$ cat config.mk
export PLATFORM = sky130hd
export DESIGN_NAME = iaac_top
export DESIGN_NICKNAME = d
export VERILOG_FILES = /design/src/rtl/iaac_top.v
export VERILOG_INCLUDE_DIRS = /design/src /design/src/rtl
export SDC_FILE = /design/constraint.sdc
export NUM_CORES = 2
export LEC_CHECK = 0
export BUFFER_PORTS_ARGS = -buffer_cell sky130_fd_sc_hd__buf_4
export CAP_MARGIN = 0
export CORE_UTILIZATION = 65
export DETAILED_ROUTE_END_ITERATION = 8
export GPL_TIMING_DRIVEN = 0
export PLACE_DENSITY_LB_ADDON = 0.25
export SLEW_MARGIN = 10
export SYNTH_ARGS = -nofsm -noshare
export SYNTH_HDL_FRONTEND = slang
export SYNTH_SLANG_ARGS = --single-unit
$ cat constraint.sdc
create_clock -name sys_clk -period 19.4 [get_ports sys_clk]
set_clock_uncertainty 0.05 [all_clocks]
set_input_delay 0.97 -clock sys_clk [delete_from_list [all_inputs] [get_ports sys_clk]]
set_output_delay 0.97 -clock sys_clk [all_outputs]
set_load 0.05 [all_outputs]
$ cat src/rtl/iaac_defines.vh
// Purpose: constants for the image aoi and auto control block
// Assumes: 200 MHz sys_clk, 32-bit register port, byte offsets
// Notes:   sensor sizes and line time are plain defaults
//
// Function
// - mono variants take aoi width and height only in steps of 2
// - color variants take aoi width and height only in steps of 4
// - heights below the model and binning minimum are refused
// - after reset the aoi covers the full nominal sensor size
// - with binning, width and height count binned columns and lines
// - preline count is taken only from 1 to 192
// - extra sensor lines are read before the aoi per preline count
// - the minimum frame time includes the preline count
// - centering places the aoi in the middle and ignores the offset
// - factory start brings every auto function up off
// - auto startup set brings exposure auto up enabled
// - all auto adjustment stops while the sequencer is enabled
// - manual writes are blocked while the auto function adjusts
// - target and lower and upper limits bound the adjusted value
// - auto functions run concurrently, each with its own mode
// - once mode adjusts to target, then goes off, value kept
// - once mode gives up after 30 images and goes off
// - continuous mode adjusts every image or every second image
// - continuous mode lasts until mode becomes once or off
// - off mode keeps the last adjusted value until a manual write
// - auto settings may change while capture is running
// - with binning, statistics come from binned pixels
// - statistics use only pixels inside both auto and image aoi
`ifndef IAAC_DEFINES_VH
`define IAAC_DEFINES_VH

// ********************************
// register byte offsets
// ********************************
`define IAAC_R_WIDTH 8'h00
`define IAAC_R_HEIGHT 8'h04
`define IAAC_R_COLSTART 8'h08
`define IAAC_R_ROWSTART 8'h0c
`define IAAC_R_PRELINES 8'h10
`define IAAC_R_CTRL 8'h14
`define IAAC_R_MODES 8'h18
`define IAAC_R_TARGET 8'h1c
`define IAAC_R_EXPVAL 8'h20
`define IAAC_R_EXPLIM 8'h24
`define IAAC_R_GAINVAL 8'h28
`define IAAC_R_GAINLIM 8'h2c
`define IAAC_R_AFSTART 8'h30
`define IAAC_R_AFSIZE 8'h34
`define IAAC_R_STATUS 8'h38

// ********************************
// field positions
// ********************************
`define IAAC_CTRL_VBIN 1:0
`define IAAC_CTRL_HBIN 3:2
`define IAAC_CTRL_CENTER_H 4
`define IAAC_CTRL_CENTER_V 5
`define IAAC_CTRL_SEQ 6
`define IAAC_MODES_EXP 1:0
`define IAAC_MODES_GAIN 3:2

// ********************************
// modes
// ********************************
`define IAAC_MODE_OFF 2'h0
`define IAAC_MODE_ONCE 2'h1
`define IAAC_MODE_CONT 2'h2

// ********************************
// limits and reset values
// ********************************
`define IAAC_STEP_MONO 12'h002
`define IAAC_STEP_COLOR 12'h004
`define IAAC_MINH_BASE 12'h080
`define IAAC_MINH_V2 12'h040
`define IAAC_MINH_V3 12'h02a
`define IAAC_MINH_V4 12'h020
`define IAAC_MINH_LARGE 12'h1bc
`define IAAC_PRE_MIN 8'h01
`define IAAC_PRE_MAX 8'hc0
`define IAAC_PRE_RST 8'h01
`define IAAC_ONCE_MAX 5'h1e
`define IAAC_AUTO_STEP 16'h0010
`define IAAC_TOL 8'h02
`define IAAC_TARGET_RST 8'h80
`define IAAC_LIM_LO_RST 16'h0000
`define IAAC_LIM_HI_RST 16'hffff
`define IAAC_VAL_RST 16'h0100
`define IAAC_SENS_W0 12'h400
`define IAAC_SENS_H0 12'h400
`define IAAC_SENS_W1 12'h640
`define IAAC_SENS_H1 12'h4b0
`define IAAC_SENS_W2 12'h780
`define IAAC_SENS_H2 12'h4b0
`define IAAC_SENS_W3 12'h900
`define IAAC_SENS_H3 12'h6c0

// ********************************
// timing
// ********************************
`define IAAC_CLK_PERIOD_PS 5000
`define IAAC_LINE_TIME_NS 10000
`define IAAC_LINE_CYC ((`IAAC_LINE_TIME_NS * 1000) / `IAAC_CLK_PERIOD_PS)
`define IAAC_OVH_LINES 14'h0010
`define IAAC_FAST_FRAME_CYC 32'h000f4240

`endif

$ cat src/rtl/iaac_top.v
// Purpose: image aoi checks, readout window and auto function sequencing
// Assumes: all inputs synchronous to sys_clk; straps stable at reset
// Notes:   auto functions nudge their value one step per adjusted frame
//
// Design decisions made here: the address-and-strobe port and the address map.
`timescale 1ns/1ps
`include "iaac_defines.vh"

// ********************************
// one auto function engine
// ********************************
module iaac_auto (
	// clock and reset
	input wire clk,
	input wire rst_n,
	// control
	input wire init,
	input wire [1:0] init_mode,
	input wire mode_wr,
	input wire [1:0] mode_wd,
	input wire val_wr,
	input wire [15:0] val_wd,
	input wire [15:0] lim_lo,
	input wire [15:0] lim_hi,
	// frame verdict
	input wire adj,
	input wire dark,
	input wire bright,
	// state
	output reg [1:0] mode_q,
	output reg [15:0] val_q
);
	reg [4:0] cnt_q;
	wire [16:0] up_v;
	wire [15:0] dn_v;
	wire hit;

	assign up_v = {1'b0, val_q} + {1'b0, `IAAC_AUTO_STEP};
	assign dn_v = (val_q > `IAAC_AUTO_STEP) ? val_q - `IAAC_AUTO_STEP :
		16'h0000;
	assign hit = ~dark & ~bright;

	always @(posedge clk or negedge rst_n) begin
		if (!rst_n) begin
			mode_q <= `IAAC_MODE_OFF;
			val_q <= `IAAC_VAL_RST;
			cnt_q <= 5'h00;
		end else if (init) begin
			mode_q <= init_mode;
		end else if (mode_wr) begin
			// fourth code folds to off
			mode_q <= (mode_wd == 2'h3) ? `IAAC_MODE_OFF : mode_wd;
			cnt_q <= 5'h00;
		end else if (val_wr && mode_q == `IAAC_MODE_OFF) begin
			val_q <= val_wd;
		end else if (adj && mode_q != `IAAC_MODE_OFF) begin
			if (dark) begin
				if (up_v[16] || up_v[15:0] > lim_hi) begin
					val_q <= lim_hi;
				end else if (up_v[15:0] < lim_lo) begin
					val_q <= lim_lo;
				end else begin
					val_q <= up_v[15:0];
				end
			end else if (bright) begin
				if (dn_v < lim_lo) begin
					val_q <= lim_lo;
				end else if (dn_v > lim_hi) begin
					val_q <= lim_hi;
				end else begin
					val_q <= dn_v;
				end
			end
			if (mode_q == `IAAC_MODE_ONCE) begin
				cnt_q <= cnt_q + 5'h01;
				if (hit || cnt_q == `IAAC_ONCE_MAX - 5'h01) begin
					mode_q <= `IAAC_MODE_OFF;
				end
			end
			// continuous keeps its mode until software changes it
		end
	end
endmodule

// ********************************
// top
// ********************************
module iaac_top (
	// clock and reset
	input wire sys_clk,
	input wire rstn,
	// straps, caught just after reset release
	input wire [1:0] sensor_model,
	input wire color_variant,
	input wire startup_auto_set,
	// register port
	input wire [7:0] reg_addr,
	input wire [31:0] reg_wdata,
	input wire reg_wr,
	input wire reg_rd,
	output reg [31:0] reg_rdata,
	// pixel feed, binned coordinates
	input wire pix_valid,
	input wire [7:0] pix_data,
	input wire [11:0] pix_col,
	input wire [11:0] pix_row,
	input wire frame_end,
	// readout control
	output reg [11:0] aoi_column_start,
	output reg [11:0] aoi_row_start,
	output reg [11:0] aoi_width,
	output reg [11:0] aoi_height,
	output reg [13:0] readout_first_row,
	output reg [13:0] readout_rows,
	output reg [31:0] frame_min_cycles,
	output reg [15:0] exposure_value,
	output reg [15:0] gain_value
);
	reg rst_s1_q, rst_s2_q, init_q;
	reg [1:0] model_q;
	reg color_q, fact_q;
	reg [11:0] width_q, height_q, col_q, row_q;
	reg [7:0] pre_q, target_q;
	reg [6:0] ctrl_q;
	reg [15:0] elo_q, ehi_q, glo_q, ghi_q;
	reg [11:0] afc_q, afr_q, afw_q, afh_q;
	reg rej_q, skip_q, ready_q, dark_q, bright_q;
	reg [31:0] sum_q;
	reg [23:0] cnt_q;
	reg [11:0] sens_w, sens_h, min_h;
	wire [1:0] exp_mode, gain_mode;
	wire [15:0] exp_val, gain_val;

	// ********************************
	// reset release
	// ********************************
	always @(posedge sys_clk or negedge rstn) begin
		if (!rstn) begin
			rst_s1_q <= 1'b0;
			rst_s2_q <= 1'b0;
		end else begin
			rst_s1_q <= 1'b1;
			rst_s2_q <= rst_s1_q;
		end
	end

	// ********************************
	// geometry limits
	// ********************************
	wire [2:0] vb, hb;
	wire [11:0] step, max_w, max_h, wd12, col_e, row_e;
	wire [12:0] col_end, row_end;
	wire ch, cv, seq_on, wr_w, wr_h, wr_c, wr_r, wr_p;
	wire w_ok, h_ok, c_ok, r_ok, p_ok, val_blk;

	// binning is not offered on color parts
	assign vb = color_q ? 3'h1 : {1'b0, ctrl_q[`IAAC_CTRL_VBIN]} + 3'h1;
	assign hb = color_q ? 3'h1 : {1'b0, ctrl_q[`IAAC_CTRL_HBIN]} + 3'h1;
	assign step = color_q ? `IAAC_STEP_COLOR : `IAAC_STEP_MONO;
	assign max_w = sens_w / {9'h000, hb};
	assign max_h = sens_h / {9'h000, vb};
	assign ch = ctrl_q[`IAAC_CTRL_CENTER_H];
	assign cv = ctrl_q[`IAAC_CTRL_CENTER_V];
	assign seq_on = ctrl_q[`IAAC_CTRL_SEQ];
	assign wd12 = reg_wdata[11:0];
	assign col_e = ch ? (((max_w - width_q) >> 1) & ~(step - 12'h001)) :
		col_q;
	assign row_e = cv ? (((max_h - height_q) >> 1) & ~(step - 12'h001)) :
		row_q;
	assign col_end = {1'b0, ch ? 12'h000 : col_q} + {1'b0, wd12};
	assign row_end = {1'b0, cv ? 12'h000 : row_q} + {1'b0, wd12};

	always @* begin
		case (model_q)
		2'h0: begin
			sens_w = `IAAC_SENS_W0;
			sens_h = `IAAC_SENS_H0;
		end
		2'h1: begin
			sens_w = `IAAC_SENS_W1;
			sens_h = `IAAC_SENS_H1;
		end
		2'h2: begin
			sens_w = `IAAC_SENS_W2;
			sens_h = `IAAC_SENS_H2;
		end
		default: begin
			sens_w = `IAAC_SENS_W3;
			sens_h = `IAAC_SENS_H3;
		end
		endcase
		// only the smallest model gains from vertical binning
		if (model_q == 2'h3) begin
			min_h = `IAAC_MINH_LARGE;
		end else if (model_q == 2'h0 && vb == 3'h2) begin
			min_h = `IAAC_MINH_V2;
		end else if (model_q == 2'h0 && vb == 3'h3) begin
			min_h = `IAAC_MINH_V3;
		end else if (model_q == 2'h0 && vb == 3'h4) begin
			min_h = `IAAC_MINH_V4;
		end else begin
			min_h = `IAAC_MINH_BASE;
		end
	end

	assign wr_w = reg_wr && reg_addr == `IAAC_R_WIDTH;
	assign wr_h = reg_wr && reg_addr == `IAAC_R_HEIGHT;
	assign wr_c = reg_wr && reg_addr == `IAAC_R_COLSTART;
	assign wr_r = reg_wr && reg_addr == `IAAC_R_ROWSTART;
	assign wr_p = reg_wr && reg_addr == `IAAC_R_PRELINES;
	assign w_ok = (wd12 & (step - 12'h001)) == 12'h000 && wd12 != 12'h000 &&
		col_end <= {1'b0, max_w};
	assign h_ok = (wd12 & (step - 12'h001)) == 12'h000 && wd12 >= min_h &&
		row_end <= {1'b0, max_h};
	assign c_ok = {1'b0, wd12} + {1'b0, width_q} <= {1'b0, max_w};
	assign r_ok = {1'b0, wd12} + {1'b0, height_q} <= {1'b0, max_h};
	assign p_ok = reg_wdata[31:8] == 24'h000000 &&
		reg_wdata[7:0] >= `IAAC_PRE_MIN &&
		reg_wdata[7:0] <= `IAAC_PRE_MAX;
	assign val_blk = reg_wr &&
		((reg_addr == `IAAC_R_EXPVAL && exp_mode != `IAAC_MODE_OFF) ||
		(reg_addr == `IAAC_R_GAINVAL && gain_mode != `IAAC_MODE_OFF));

	// ********************************
	// registers
	// ********************************
	always @(posedge sys_clk or negedge rst_s2_q) begin
		if (!rst_s2_q) begin
			init_q <= 1'b1;
			model_q <= 2'h0;
			color_q <= 1'b0;
			fact_q <= 1'b0;
			width_q <= 12'h000;
			height_q <= 12'h000;
			col_q <= 12'h000;
			row_q <= 12'h000;
			pre_q <= `IAAC_PRE_RST;
			ctrl_q <= 7'h00;
			target_q <= `IAAC_TARGET_RST;
			elo_q <= `IAAC_LIM_LO_RST;
			ehi_q <= `IAAC_LIM_HI_RST;
			glo_q <= `IAAC_LIM_LO_RST;
			ghi_q <= `IAAC_LIM_HI_RST;
			afc_q <= 12'h000;
			afr_q <= 12'h000;
			afw_q <= 12'h000;
			afh_q <= 12'h000;
			rej_q <= 1'b0;
		end else if (init_q) begin
			init_q <= 1'b0;
			model_q <= sensor_model;
			color_q <= color_variant;
			fact_q <= startup_auto_set;
			case (sensor_model)
			2'h0: begin
				width_q <= `IAAC_SENS_W0;
				height_q <= `IAAC_SENS_H0;
			end
			2'h1: begin
				width_q <= `IAAC_SENS_W1;
				height_q <= `IAAC_SENS_H1;
			end
			2'h2: begin
				width_q <= `IAAC_SENS_W2;
				height_q <= `IAAC_SENS_H2;
			end
			default: begin
				width_q <= `IAAC_SENS_W3;
				height_q <= `IAAC_SENS_H3;
			end
			endcase
			afw_q <= 12'hfff;
			afh_q <= 12'hfff;
		end else begin
			if (wr_w && w_ok) begin
				width_q <= wd12;
			end
			if (wr_h && h_ok) begin
				height_q <= wd12;
			end
			if (wr_c && c_ok) begin
				col_q <= wd12;
			end
			if (wr_r && r_ok) begin
				row_q <= wd12;
			end
			if (wr_p && p_ok) begin
				pre_q <= reg_wdata[7:0];
			end
			if (reg_wr) begin
				case (reg_addr)
				`IAAC_R_CTRL: ctrl_q <= reg_wdata[6:0];
				`IAAC_R_TARGET: target_q <= reg_wdata[7:0];
				`IAAC_R_EXPLIM: begin
					elo_q <= reg_wdata[15:0];
					ehi_q <= reg_wdata[31:16];
				end
				`IAAC_R_GAINLIM: begin
					glo_q <= reg_wdata[15:0];
					ghi_q <= reg_wdata[31:16];
				end
				`IAAC_R_AFSTART: begin
					afc_q <= reg_wdata[11:0];
					afr_q <= reg_wdata[27:16];
				end
				`IAAC_R_AFSIZE: begin
					afw_q <= reg_wdata[11:0];
					afh_q <= reg_wdata[27:16];
				end
				default: ;
				endcase
			end
			// a new refusal beats a clear in the same cycle
			if ((wr_w && !w_ok) || (wr_h && !h_ok) || (wr_c && !c_ok) ||
				(wr_r && !r_ok) || (wr_p && !p_ok) || val_blk) begin
				rej_q <= 1'b1;
			end else if (reg_wr && reg_addr == `IAAC_R_STATUS &&
				reg_wdata[0]) begin
				rej_q <= 1'b0;
			end
		end
	end

	// ********************************
	// statistics over the overlap
	// ********************************
	wire in_img, in_af, take;
	wire [31:0] tgt_lo, tgt_hi;
	wire [7:0] t_lo, t_hi;

	// coordinates already binned, so stats follow the binned image
	assign in_img = pix_col >= col_e && pix_col - col_e < width_q &&
		pix_row >= row_e && pix_row - row_e < height_q;
	assign in_af = pix_col >= afc_q && pix_col - afc_q < afw_q &&
		pix_row >= afr_q && pix_row - afr_q < afh_q;
	assign take = pix_valid && in_img && in_af;
	assign t_lo = (target_q > `IAAC_TOL) ? target_q - `IAAC_TOL : 8'h00;
	assign t_hi = (target_q < 8'hff - `IAAC_TOL) ? target_q + `IAAC_TOL :
		8'hff;
	assign tgt_lo = {24'h000000, t_lo} * {8'h00, cnt_q};
	assign tgt_hi = {24'h000000, t_hi} * {8'h00, cnt_q};

	always @(posedge sys_clk or negedge rst_s2_q) begin
		if (!rst_s2_q) begin
			sum_q <= 32'h00000000;
			cnt_q <= 24'h000000;
			ready_q <= 1'b0;
			dark_q <= 1'b0;
			bright_q <= 1'b0;
			skip_q <= 1'b0;
		end else if (frame_end) begin
			// empty overlap leaves the property alone
			ready_q <= cnt_q != 24'h000000;
			dark_q <= sum_q < tgt_lo;
			bright_q <= sum_q > tgt_hi;
			skip_q <= ~skip_q;
			sum_q <= 32'h00000000;
			cnt_q <= 24'h000000;
		end else begin
			ready_q <= 1'b0;
			if (take && cnt_q != 24'hffffff) begin
				sum_q <= sum_q + {24'h000000, pix_data};
				cnt_q <= cnt_q + 24'h000001;
			end
		end
	end

	// ********************************
	// auto function engines
	// ********************************
	wire fast, adj, mode_wr;

	// fast frames leave time to adjust only on every second image
	assign fast = frame_min_cycles < `IAAC_FAST_FRAME_CYC;
	assign adj = ready_q && !seq_on && (!fast || skip_q);
	assign mode_wr = reg_wr && reg_addr == `IAAC_R_MODES;

	iaac_auto u_exp (
		.clk(sys_clk),
		.rst_n(rst_s2_q),
		.init(init_q),
		.init_mode(startup_auto_set ? `IAAC_MODE_CONT :
			`IAAC_MODE_OFF),
		.mode_wr(mode_wr),
		.mode_wd(reg_wdata[`IAAC_MODES_EXP]),
		.val_wr(reg_wr && reg_addr == `IAAC_R_EXPVAL),
		.val_wd(reg_wdata[15:0]),
		.lim_lo(elo_q),
		.lim_hi(ehi_q),
		.adj(adj),
		.dark(dark_q),
		.bright(bright_q),
		.mode_q(exp_mode),
		.val_q(exp_val)
	);

	iaac_auto u_gain (
		.clk(sys_clk),
		.rst_n(rst_s2_q),
		.init(init_q),
		.init_mode(`IAAC_MODE_OFF),
		.mode_wr(mode_wr),
		.mode_wd(reg_wdata[`IAAC_MODES_GAIN]),
		.val_wr(reg_wr && reg_addr == `IAAC_R_GAINVAL),
		.val_wd(reg_wdata[15:0]),
		.lim_lo(glo_q),
		.lim_hi(ghi_q),
		.adj(adj),
		.dark(dark_q),
		.bright(bright_q),
		.mode_q(gain_mode),
		.val_q(gain_val)
	);

	// ********************************
	// outputs and read data
	// ********************************
	wire [13:0] first_phys, rows_phys;

	assign first_phys = {2'h0, row_e} * {11'h000, vb};
	assign rows_phys = {2'h0, height_q} * {11'h000, vb};

	always @(posedge sys_clk or negedge rst_s2_q) begin
		if (!rst_s2_q) begin
			aoi_column_start <= 12'h000;
			aoi_row_start <= 12'h000;
			aoi_width <= 12'h000;
			aoi_height <= 12'h000;
			readout_first_row <= 14'h0000;
			readout_rows <= 14'h0000;
			frame_min_cycles <= 32'h00000000;
			exposure_value <= 16'h0000;
			gain_value <= 16'h0000;
			reg_rdata <= 32'h00000000;
		end else begin
			aoi_column_start <= col_e;
			aoi_row_start <= row_e;
			aoi_width <= width_q;
			aoi_height <= height_q;
			readout_first_row <= (first_phys > {6'h00, pre_q}) ?
				first_phys - {6'h00, pre_q} : 14'h0000;
			readout_rows <= rows_phys + {6'h00, pre_q};
			frame_min_cycles <= {18'h00000, rows_phys + {6'h00, pre_q} +
				`IAAC_OVH_LINES} * `IAAC_LINE_CYC;
			exposure_value <= exp_val;
			gain_value <= gain_val;
			reg_rdata <= 32'h00000000;
			if (reg_rd) begin
				case (reg_addr)
				`IAAC_R_WIDTH: reg_rdata <= {20'h00000, width_q};
				`IAAC_R_HEIGHT: reg_rdata <= {20'h00000, height_q};
				`IAAC_R_COLSTART: reg_rdata <= {20'h00000, col_q};
				`IAAC_R_ROWSTART: reg_rdata <= {20'h00000, row_q};
				`IAAC_R_PRELINES: reg_rdata <= {24'h000000, pre_q};
				`IAAC_R_CTRL: reg_rdata <= {25'h0000000, ctrl_q};
				`IAAC_R_MODES: reg_rdata <= {28'h0000000, gain_mode,
					exp_mode};
				`IAAC_R_TARGET: reg_rdata <= {24'h000000, target_q};
				`IAAC_R_EXPVAL: reg_rdata <= {16'h0000, exp_val};
				`IAAC_R_EXPLIM: reg_rdata <= {ehi_q, elo_q};
				`IAAC_R_GAINVAL: reg_rdata <= {16'h0000, gain_val};
				`IAAC_R_GAINLIM: reg_rdata <= {ghi_q, glo_q};
				`IAAC_R_AFSTART: reg_rdata <= {4'h0, afr_q, 4'h0, afc_q};
				`IAAC_R_AFSIZE: reg_rdata <= {4'h0, afh_q, 4'h0, afw_q};
				`IAAC_R_STATUS: reg_rdata <= {23'h000000, fact_q,
					color_q, model_q, fast, seq_on, rej_q};
				default: reg_rdata <= 32'h00000000;
				endcase
			end
		end
	end
endmodule

### Word level (Yosys, flattened, before mapping)

Index checks and enable logic that the tools add are counted.

* divide/modulo/power cells: 2
* equality and inequality tests: 33
* add/subtract/negate cells: 26
* multipliers: 5
* bitwise operators: 10
* mux-type cells: 78
* reduce and logical (&&, ||, !) cells: 114
* order comparisons: 31

Operators with widths (number)
* 32-bit case mux with 15 select lines: 1
* 16-bit 2-to-1 mux: 18
* 12-bit 2-to-1 mux: 14
* 32-bit 2-to-1 mux: 3
* 12-bit case mux with 3 select lines: 2
* 12-bit subtractor: 6
* 16-bit > comparator: 4
* 16-bit < comparator: 4
* 8-bit by 24-bit multiplier with 32-bit output: 2
* 12-bit >= comparator: 5
* 8-bit by 6-bit == test with 1-bit output (second input constant): 7
* 12-bit by 12-bit adder with 13-bit output: 4
* 13-bit by 12-bit <= comparator with 1-bit output: 4
* 12-bit < comparator: 4
* 24-bit 2-to-1 mux: 2
* 1-bit logical AND: 47
* 5-bit 2-to-1 mux: 8
* 8-bit 2-to-1 mux: 5
* 10-bit case mux with 2 select lines: 2
* 16-bit by 5-bit adder with 17-bit output (second input constant): 2
* 32-bit by 8-bit adder with 32-bit output: 1
* 8-bit by 5-bit == test with 1-bit output (second input constant): 4
* 16-bit by 5-bit > comparator with 1-bit output (second input constant): 2
* 32-bit > comparator: 1
* 54 further kinds: 147

* register bits after elaboration: 458
* word-level logic and storage cells: 343
* output and inout port bits: 172

### Depth between registers and ports, before layout

* depth after elaboration: 20
* gate-level depth with buffers: 119
* mapped depth without buffers: 112

### By module

A second synthesis with hierarchy kept.

* cell total of the unflattened synthesis: 6192
* area total of the unflattened synthesis: 55214.2 µm²

Modules (own cells, without submodules)
* iaac_top: cells each 5146, sequential area each 10303.6 µm², times used 1, area an instance 47003.8 µm²
* iaac_auto: cells each 523, sequential area each 576.8 µm², times used 2, area an instance 4105.2 µm²

### Least setup slack after synthesis

Ideal clock, no wire load.

* path kind: flip-flop to flip-flop
* start: reg model_q[0]
* end: reg sum_q[27]
* path buffers: 6
* cell stages (with the launch flop): 112
* arrival: 22.630 ns
* setup slack: -3.408 ns
* setup time: 0.128 ns
* period minus slack after synthesis: 22.808 ns
* cell sequence: dfrtp_1 > ha_1 > ha_1 > and3b_1 > a21oi_2 > nor2_1 > ha_1 > or3_1 > nand4b_1 > o31ai_4 > ha_1 > nand2_1 > o21ai_2 > inv_1 > nand3_1 > nand2_1 > ha_1 > a21oi_1 > (+76 left out) > nor3_1 > a41oi_1 > o311ai_0 > maj3_1 > o211ai_1 > a21oi_1 > o31ai_1 > xnor2_1 > ha_1 > a222oi_1 > nand4_1 > a311oi_1 > o21ai_0 > or4_1 > clkbuf_1 > clkbuf_1 > nor4_1 > mux2_1

* cells in the longest elaborated chain, start to end: 15

Ends and longest elaborated chain
* from (decl): line iaac_top.v:120 `reg [1:0] model_q;`
* from (signal assigned): line iaac_top.v:251 `model_q <= sensor_model;`
* 2-bit == test (tied with other cells): line iaac_top.v:174 `case (model_q)`
* 12-bit case mux with 3 select lines: line iaac_top.v:174
* 12-bit by 3-bit divider with 12-bit output: line iaac_top.v:160 `assign max_w = sens_w / {9'h000, hb};`
* 12-bit subtractor: line iaac_top.v:166 `assign col_e = ch ? (((max_w - width_q) >> 1) & ~(step - 12'h001)) :`
* 11-bit by 12-bit AND with 12-bit output: line iaac_top.v:166
* 12-bit 2-to-1 mux: line iaac_top.v:166
* 12-bit subtractor: line iaac_top.v:332 `assign in_img = pix_col >= col_e && pix_col - col_e < width_q &&`
* 12-bit < comparator: line iaac_top.v:332
* 1-bit logical AND (2 in a row): line iaac_top.v:332
* 1-bit logical AND (*): line iaac_top.v:333 `pix_row >= row_e && pix_row - row_e < height_q;`
* 1-bit logical AND (*) (2 in a row): line iaac_top.v:336 `assign take = pix_valid && in_img && in_af;`
* 1-bit logical AND (*): line iaac_top.v:361 `if (take && cnt_q != 24'hffffff) begin`
* 2-bit nonzero test (no source line) (*)
* to (signal assigned): line iaac_top.v:362 `sum_q <= sum_q + {24'h000000, pix_data};`
* to (decl): line iaac_top.v:128 `reg [31:0] sum_q;`

Every way passes the cells marked *; elsewhere a longest branch is shown, timed or not.
A chain may end at the register's enable or synchronous reset.

### Worst setup path after layout

* start: reg color_q
* end: reg cnt_q[17]

* cells in the longest elaborated chain, start to end: 14

Ends and longest elaborated chain
* from (decl): line iaac_top.v:121 `reg color_q, fact_q;`
* from (signal assigned): line iaac_top.v:252 `color_q <= color_variant;`
* 3-bit 2-to-1 mux (on tied branches)
* 12-bit by 3-bit divider with 12-bit output or 3-bit by 1-bit subtractor with 4-bit output (tied branches): line iaac_top.v:160, iaac_top.v:166, iaac_top.v:168
* 12-bit subtractor or 12-bit inverter (tied branches): line iaac_top.v:166, iaac_top.v:168
* 11-bit by 12-bit AND with 12-bit output: line iaac_top.v:166
* 12-bit 2-to-1 mux: line iaac_top.v:166
* 12-bit subtractor: line iaac_top.v:332
* 12-bit < comparator: line iaac_top.v:332
* 1-bit logical AND (2 in a row): line iaac_top.v:332
* 1-bit logical AND (*): line iaac_top.v:333
* 1-bit logical AND (*) (2 in a row): line iaac_top.v:336
* 1-bit logical AND (*): line iaac_top.v:361
* 2-bit nonzero test (no source line) (*)
* to (signal assigned): line iaac_top.v:363 `cnt_q <= cnt_q + 24'h000001;`
* to (decl): line iaac_top.v:129 `reg [23:0] cnt_q;`

Marks and branches as above.

==> flow_metrics.py <==
metrics = {
    "critical_path": {
        "crit_arrival_ns": 22.49,
        "timing.reg2reg.setup_slack_ns": -2.61,
        "rr_startpoint": "color_q",
        "cp-startpoint": "color_q",
        "crit_fanout": 14,
        "crit_type": "reg2reg",
        "required_ns": 19.87,
        "path_common_cell": "ha_4",
        "cp_slowest_cell": "or4_4",
        "start_kind": "flip-flop",
        "end_kind": "flip-flop",
        "max_stage_delay_ns": 0.58,
    },
    "power_and_ir_drop": {
        "p_leak_nw": 30.72,
        "p_per_area_mw_per_mm2": 158.3,
        "peakVddDrop_mv": 0.5291,
        "power.total_mw": 10.16,
    },
    "timing": {
        "final-setup-viol-count": 69,
        "period_minus_slack_ns": 22.01,
        "final_max_slew_viol_count": 0,
        "finalHoldViolCount": 0,
        "setup_slack_ns": -2.615,
        "maxSlewHeadroom_pct": 12.55,
        "max_freq_mhz": 45.42,
        "fin_crit_sh_pct": 113.5,
        "worst_slew_pin_slew_ns": 1.279,
        "rsz0062_at_grt": "true",
    },
    "global_routing": {
        "grt_pass1_wl_um": 292600,
        "grt-ovfl-total": 0,
        "antenna_found_initial": 13,
        "grt_max_degree": 68,
        "grt_pass1_vias": 50710,
        "grtUsageTotal_pct": 44.60,
    },
    "die": {
        "die_h_um": 291.7,
        "die_width_um": 291.7,
        "initial_core_util_pct": 66.03,
        "fp.coreArea_mm2": 0.08264,
        "dieArea_mm2": 0.08511,
        "io_pins": 254,
        "rows": 105,
    },
    "placed_design": {
        "hpwl_um": 145100,
        "place.gp.congestion": 1.056,
        "port_buffers": 241,
        "placed_cells": 7560,
    },
    "final_layout": {
        "drive_gt1_share_pct": 17.55,
        "stdcell_count": 7904,
        "area_growth_pct": 17.64,
        "nets": 7899,
    },
    "synth": {
        "synth_edf_count": 0,
        "synth.avg_cell_area_um2": 8.762,
        "ys_ff_latch": 456,
        "synth_area_leader_cell": "dfrtp_1",
        "synth.distinct_cells": 114,
        "yosysWarnings": 0,
        "syn_area_mm2": 0.05457,
        "synth.top_cell.area_share_pct": 19.21,
        "syn_inst": 6228,
        "ys_seq_area_share_pct": 21.00,
        "postSynth.asyncResetShare_pct": 100.0,
        "synth_area_leaders": "dfrtp_1, ha_1, fa_1",
        "synth_ff_type": "dfrtp_1",
    },
    "detailed_routing": {
        "detail_route.wl_per_cell_um": 24.93,
        "via_count": 52000,
        "final_antenna_net_count": 0,
        "drt_iter0_markers": 6020,
        "viasPerCell": 6.578,
        "route.final.wire_length_um": 197100,
        "drcViolationCount": 21,
        "first_pass_iters": 9,
    },
    "cts": {
        "cts_inserted_buffers": 52,
        "ctsRootBufferMaster": "clkbuf_16",
        "cts_tree": "done",
        "clk_latency_ns": 0.67,
        "hold_buffers": 0,
        "cts_max_path_buffers": 3,
        "clock-sinks": 456,
        "clk_pin_slew_ns": 0.07,
        "htreeDepth": 2,
    },
    "status": {
        "status": "finished, violations left",
        "violations": "DRC, setup timing",
    },
    "flow_run": {
        "max_cap_viol_count": 0,
    },
    "hold_path": {
        "hold_class": "in2async",
    },
}
[power breakdown]
part / internal, mW / total [mW] / switching (mW)
sequential: 1.02 / 1.08 / 0.0654
combinational: 3.14 / 8.02 / 4.89
clock: 0.597 / 1.05 / 0.454
[cell usage after synthesis (38+ instances only)]
cell type  instances
o21ai_0          245
dfrtp_1          419
and3_1            56
a22oi_1           49
nand2_1          518
xnor2_1          236
mux2i_1           71
nor2b_1          159
o211ai_1          38
fa_1             349
inv_1            717
nand2b_1         106
nand3_1          118
clkbuf_1         238
ha_1             684
nor2_1           340
nand4_1           72
and2_1           157
a21oi_1          431
a21o_1           105
o21bai_1         109
o21a_1            45
mux2_2           148
nor4_1            43
xor2_1            81
nor3_1            83
[layout make-up]
type	instances	area [um^2]
clock inverter	28	351.6
multi-input combinational	4774	41400
timing repair buffer	500	4050
sequential	456	11470
inverter	725	2789
clock buffer	68	1441
fill	5586	18440
tap	1070	1339
antenna	8	20.02
buffer	275	1336
[critical path: cells and delay by family (launching register included)]
family	cells	cell delay (ns)
AO/OA/AOI/OAI	36	6.91
AND/OR/NAND/NOR	36	6.76
adder cells (fa/ha/maj)	13	3.59
buffers and inverters	16	2.18
multiplexers	6	1.62
flip-flops	1	0.46
XOR/XNOR	2	0.25
[logic make-up after synthesis]
logic type	count (synthesis)	share of synthesized area (%)
buf+inv	1009	7.099
other cells	2	0.01376
flops	456	21.00
mux	257	5.161
compound gates	1359	16.37
simple gates	1791	16.69
fa+ha+maj	1036	28.54
xor+xnor	318	5.129
[flip-flops by register name, indices dropped and copies added, names as in the netlist, 14 cells and up]
register	count
readout_rows	14
exposure_value	16
glo_q	16
sum_q	32
u_gain.val_q	16
elo_q	16
u_exp.val_q	16
reg_rdata	32
cnt_q	24
ehi_q	16
gain_value	16
frame_min_cycles	19
ghi_q	16
readout_first_row	14
[cells in the final DEF, fill, tap and decap left out, types with 38 or more instances in the layout]
cell type	n
nand3_1	104
buf_4	486
mux2i_1	60
nor2b_1	156
inv_1	697
clkbuf_1	225
nor3_1	67
o21ai_0	214
xnor2_1	229
and2_1	156
nand2_1	497
nand4_1	72
a22oi_1	46
o21a_1	44
o211ai_1	38
nor2_1	317
nand2b_1	103
dfrtp_1	412
a21o_1	104
clkbuf_16	59
mux2_2	144
fa_1	348
a21oi_1	388
ha_1	647
xor2_1	81
and3_1	54
o21bai_1	107
[worst paths after layout]
| check | to | depth (start not counted) |
|---|---|---|
| hold / removal | rst_s2_q | 1 |
| max in group asynchronous | u_exp.val_q[8] | 4 |
| setup reg to reg | cnt_q[17] | 109 |
| hold reg to reg | readout_first_row[12] | 0 |
| setup / recovery | cnt_q[17] | 109 |
| min in group sys_clk | rst_s2_q | 0 |
[layer usage]
metal  up-vias  track usage [%]  wire length, um
met5         -           0.2269              218
met4        20            28.02            15520
met3      1024            11.68            24580
met2      3493            68.57            86190
met1     24870            55.94            70560
li1      22590                -                -
[through the flow]
| step | area, um^2 | worst slack (ns) | setup TNS [ns] | hold slack (ns) | util [%] |
|---|---|---|---|---|---|
| 4_1_cts | 62920 | -2.181 | -116.20 | 0.03455 | 76.14 |
| 3_5_place_dp | 58560 | -5.745 | -475.76 | 0.2193 | 70.87 |
| 6_report | 64200 | -2.615 | -140.87 | 0.04545 | 77.68 |
| 5_1_grt | 64180 | -3.113 | -183.36 | 0.04099 | 77.67 |
| 3_3_place_gp | 58330 | -5.435 | -447.53 | 0.2850 | 70.59 |
| 2_1_floorplan | 55180 | -1.282 | -63.87 | 0.2812 | - |
[timing repair]
item	4_1_cts	5_1_grt
resized for setup	241	188
endpoints found under the setup margin	135	104
buffers inserted	184	81
pin swaps	151	174
cloned	8	0
(Power assumes the default switching activity.)
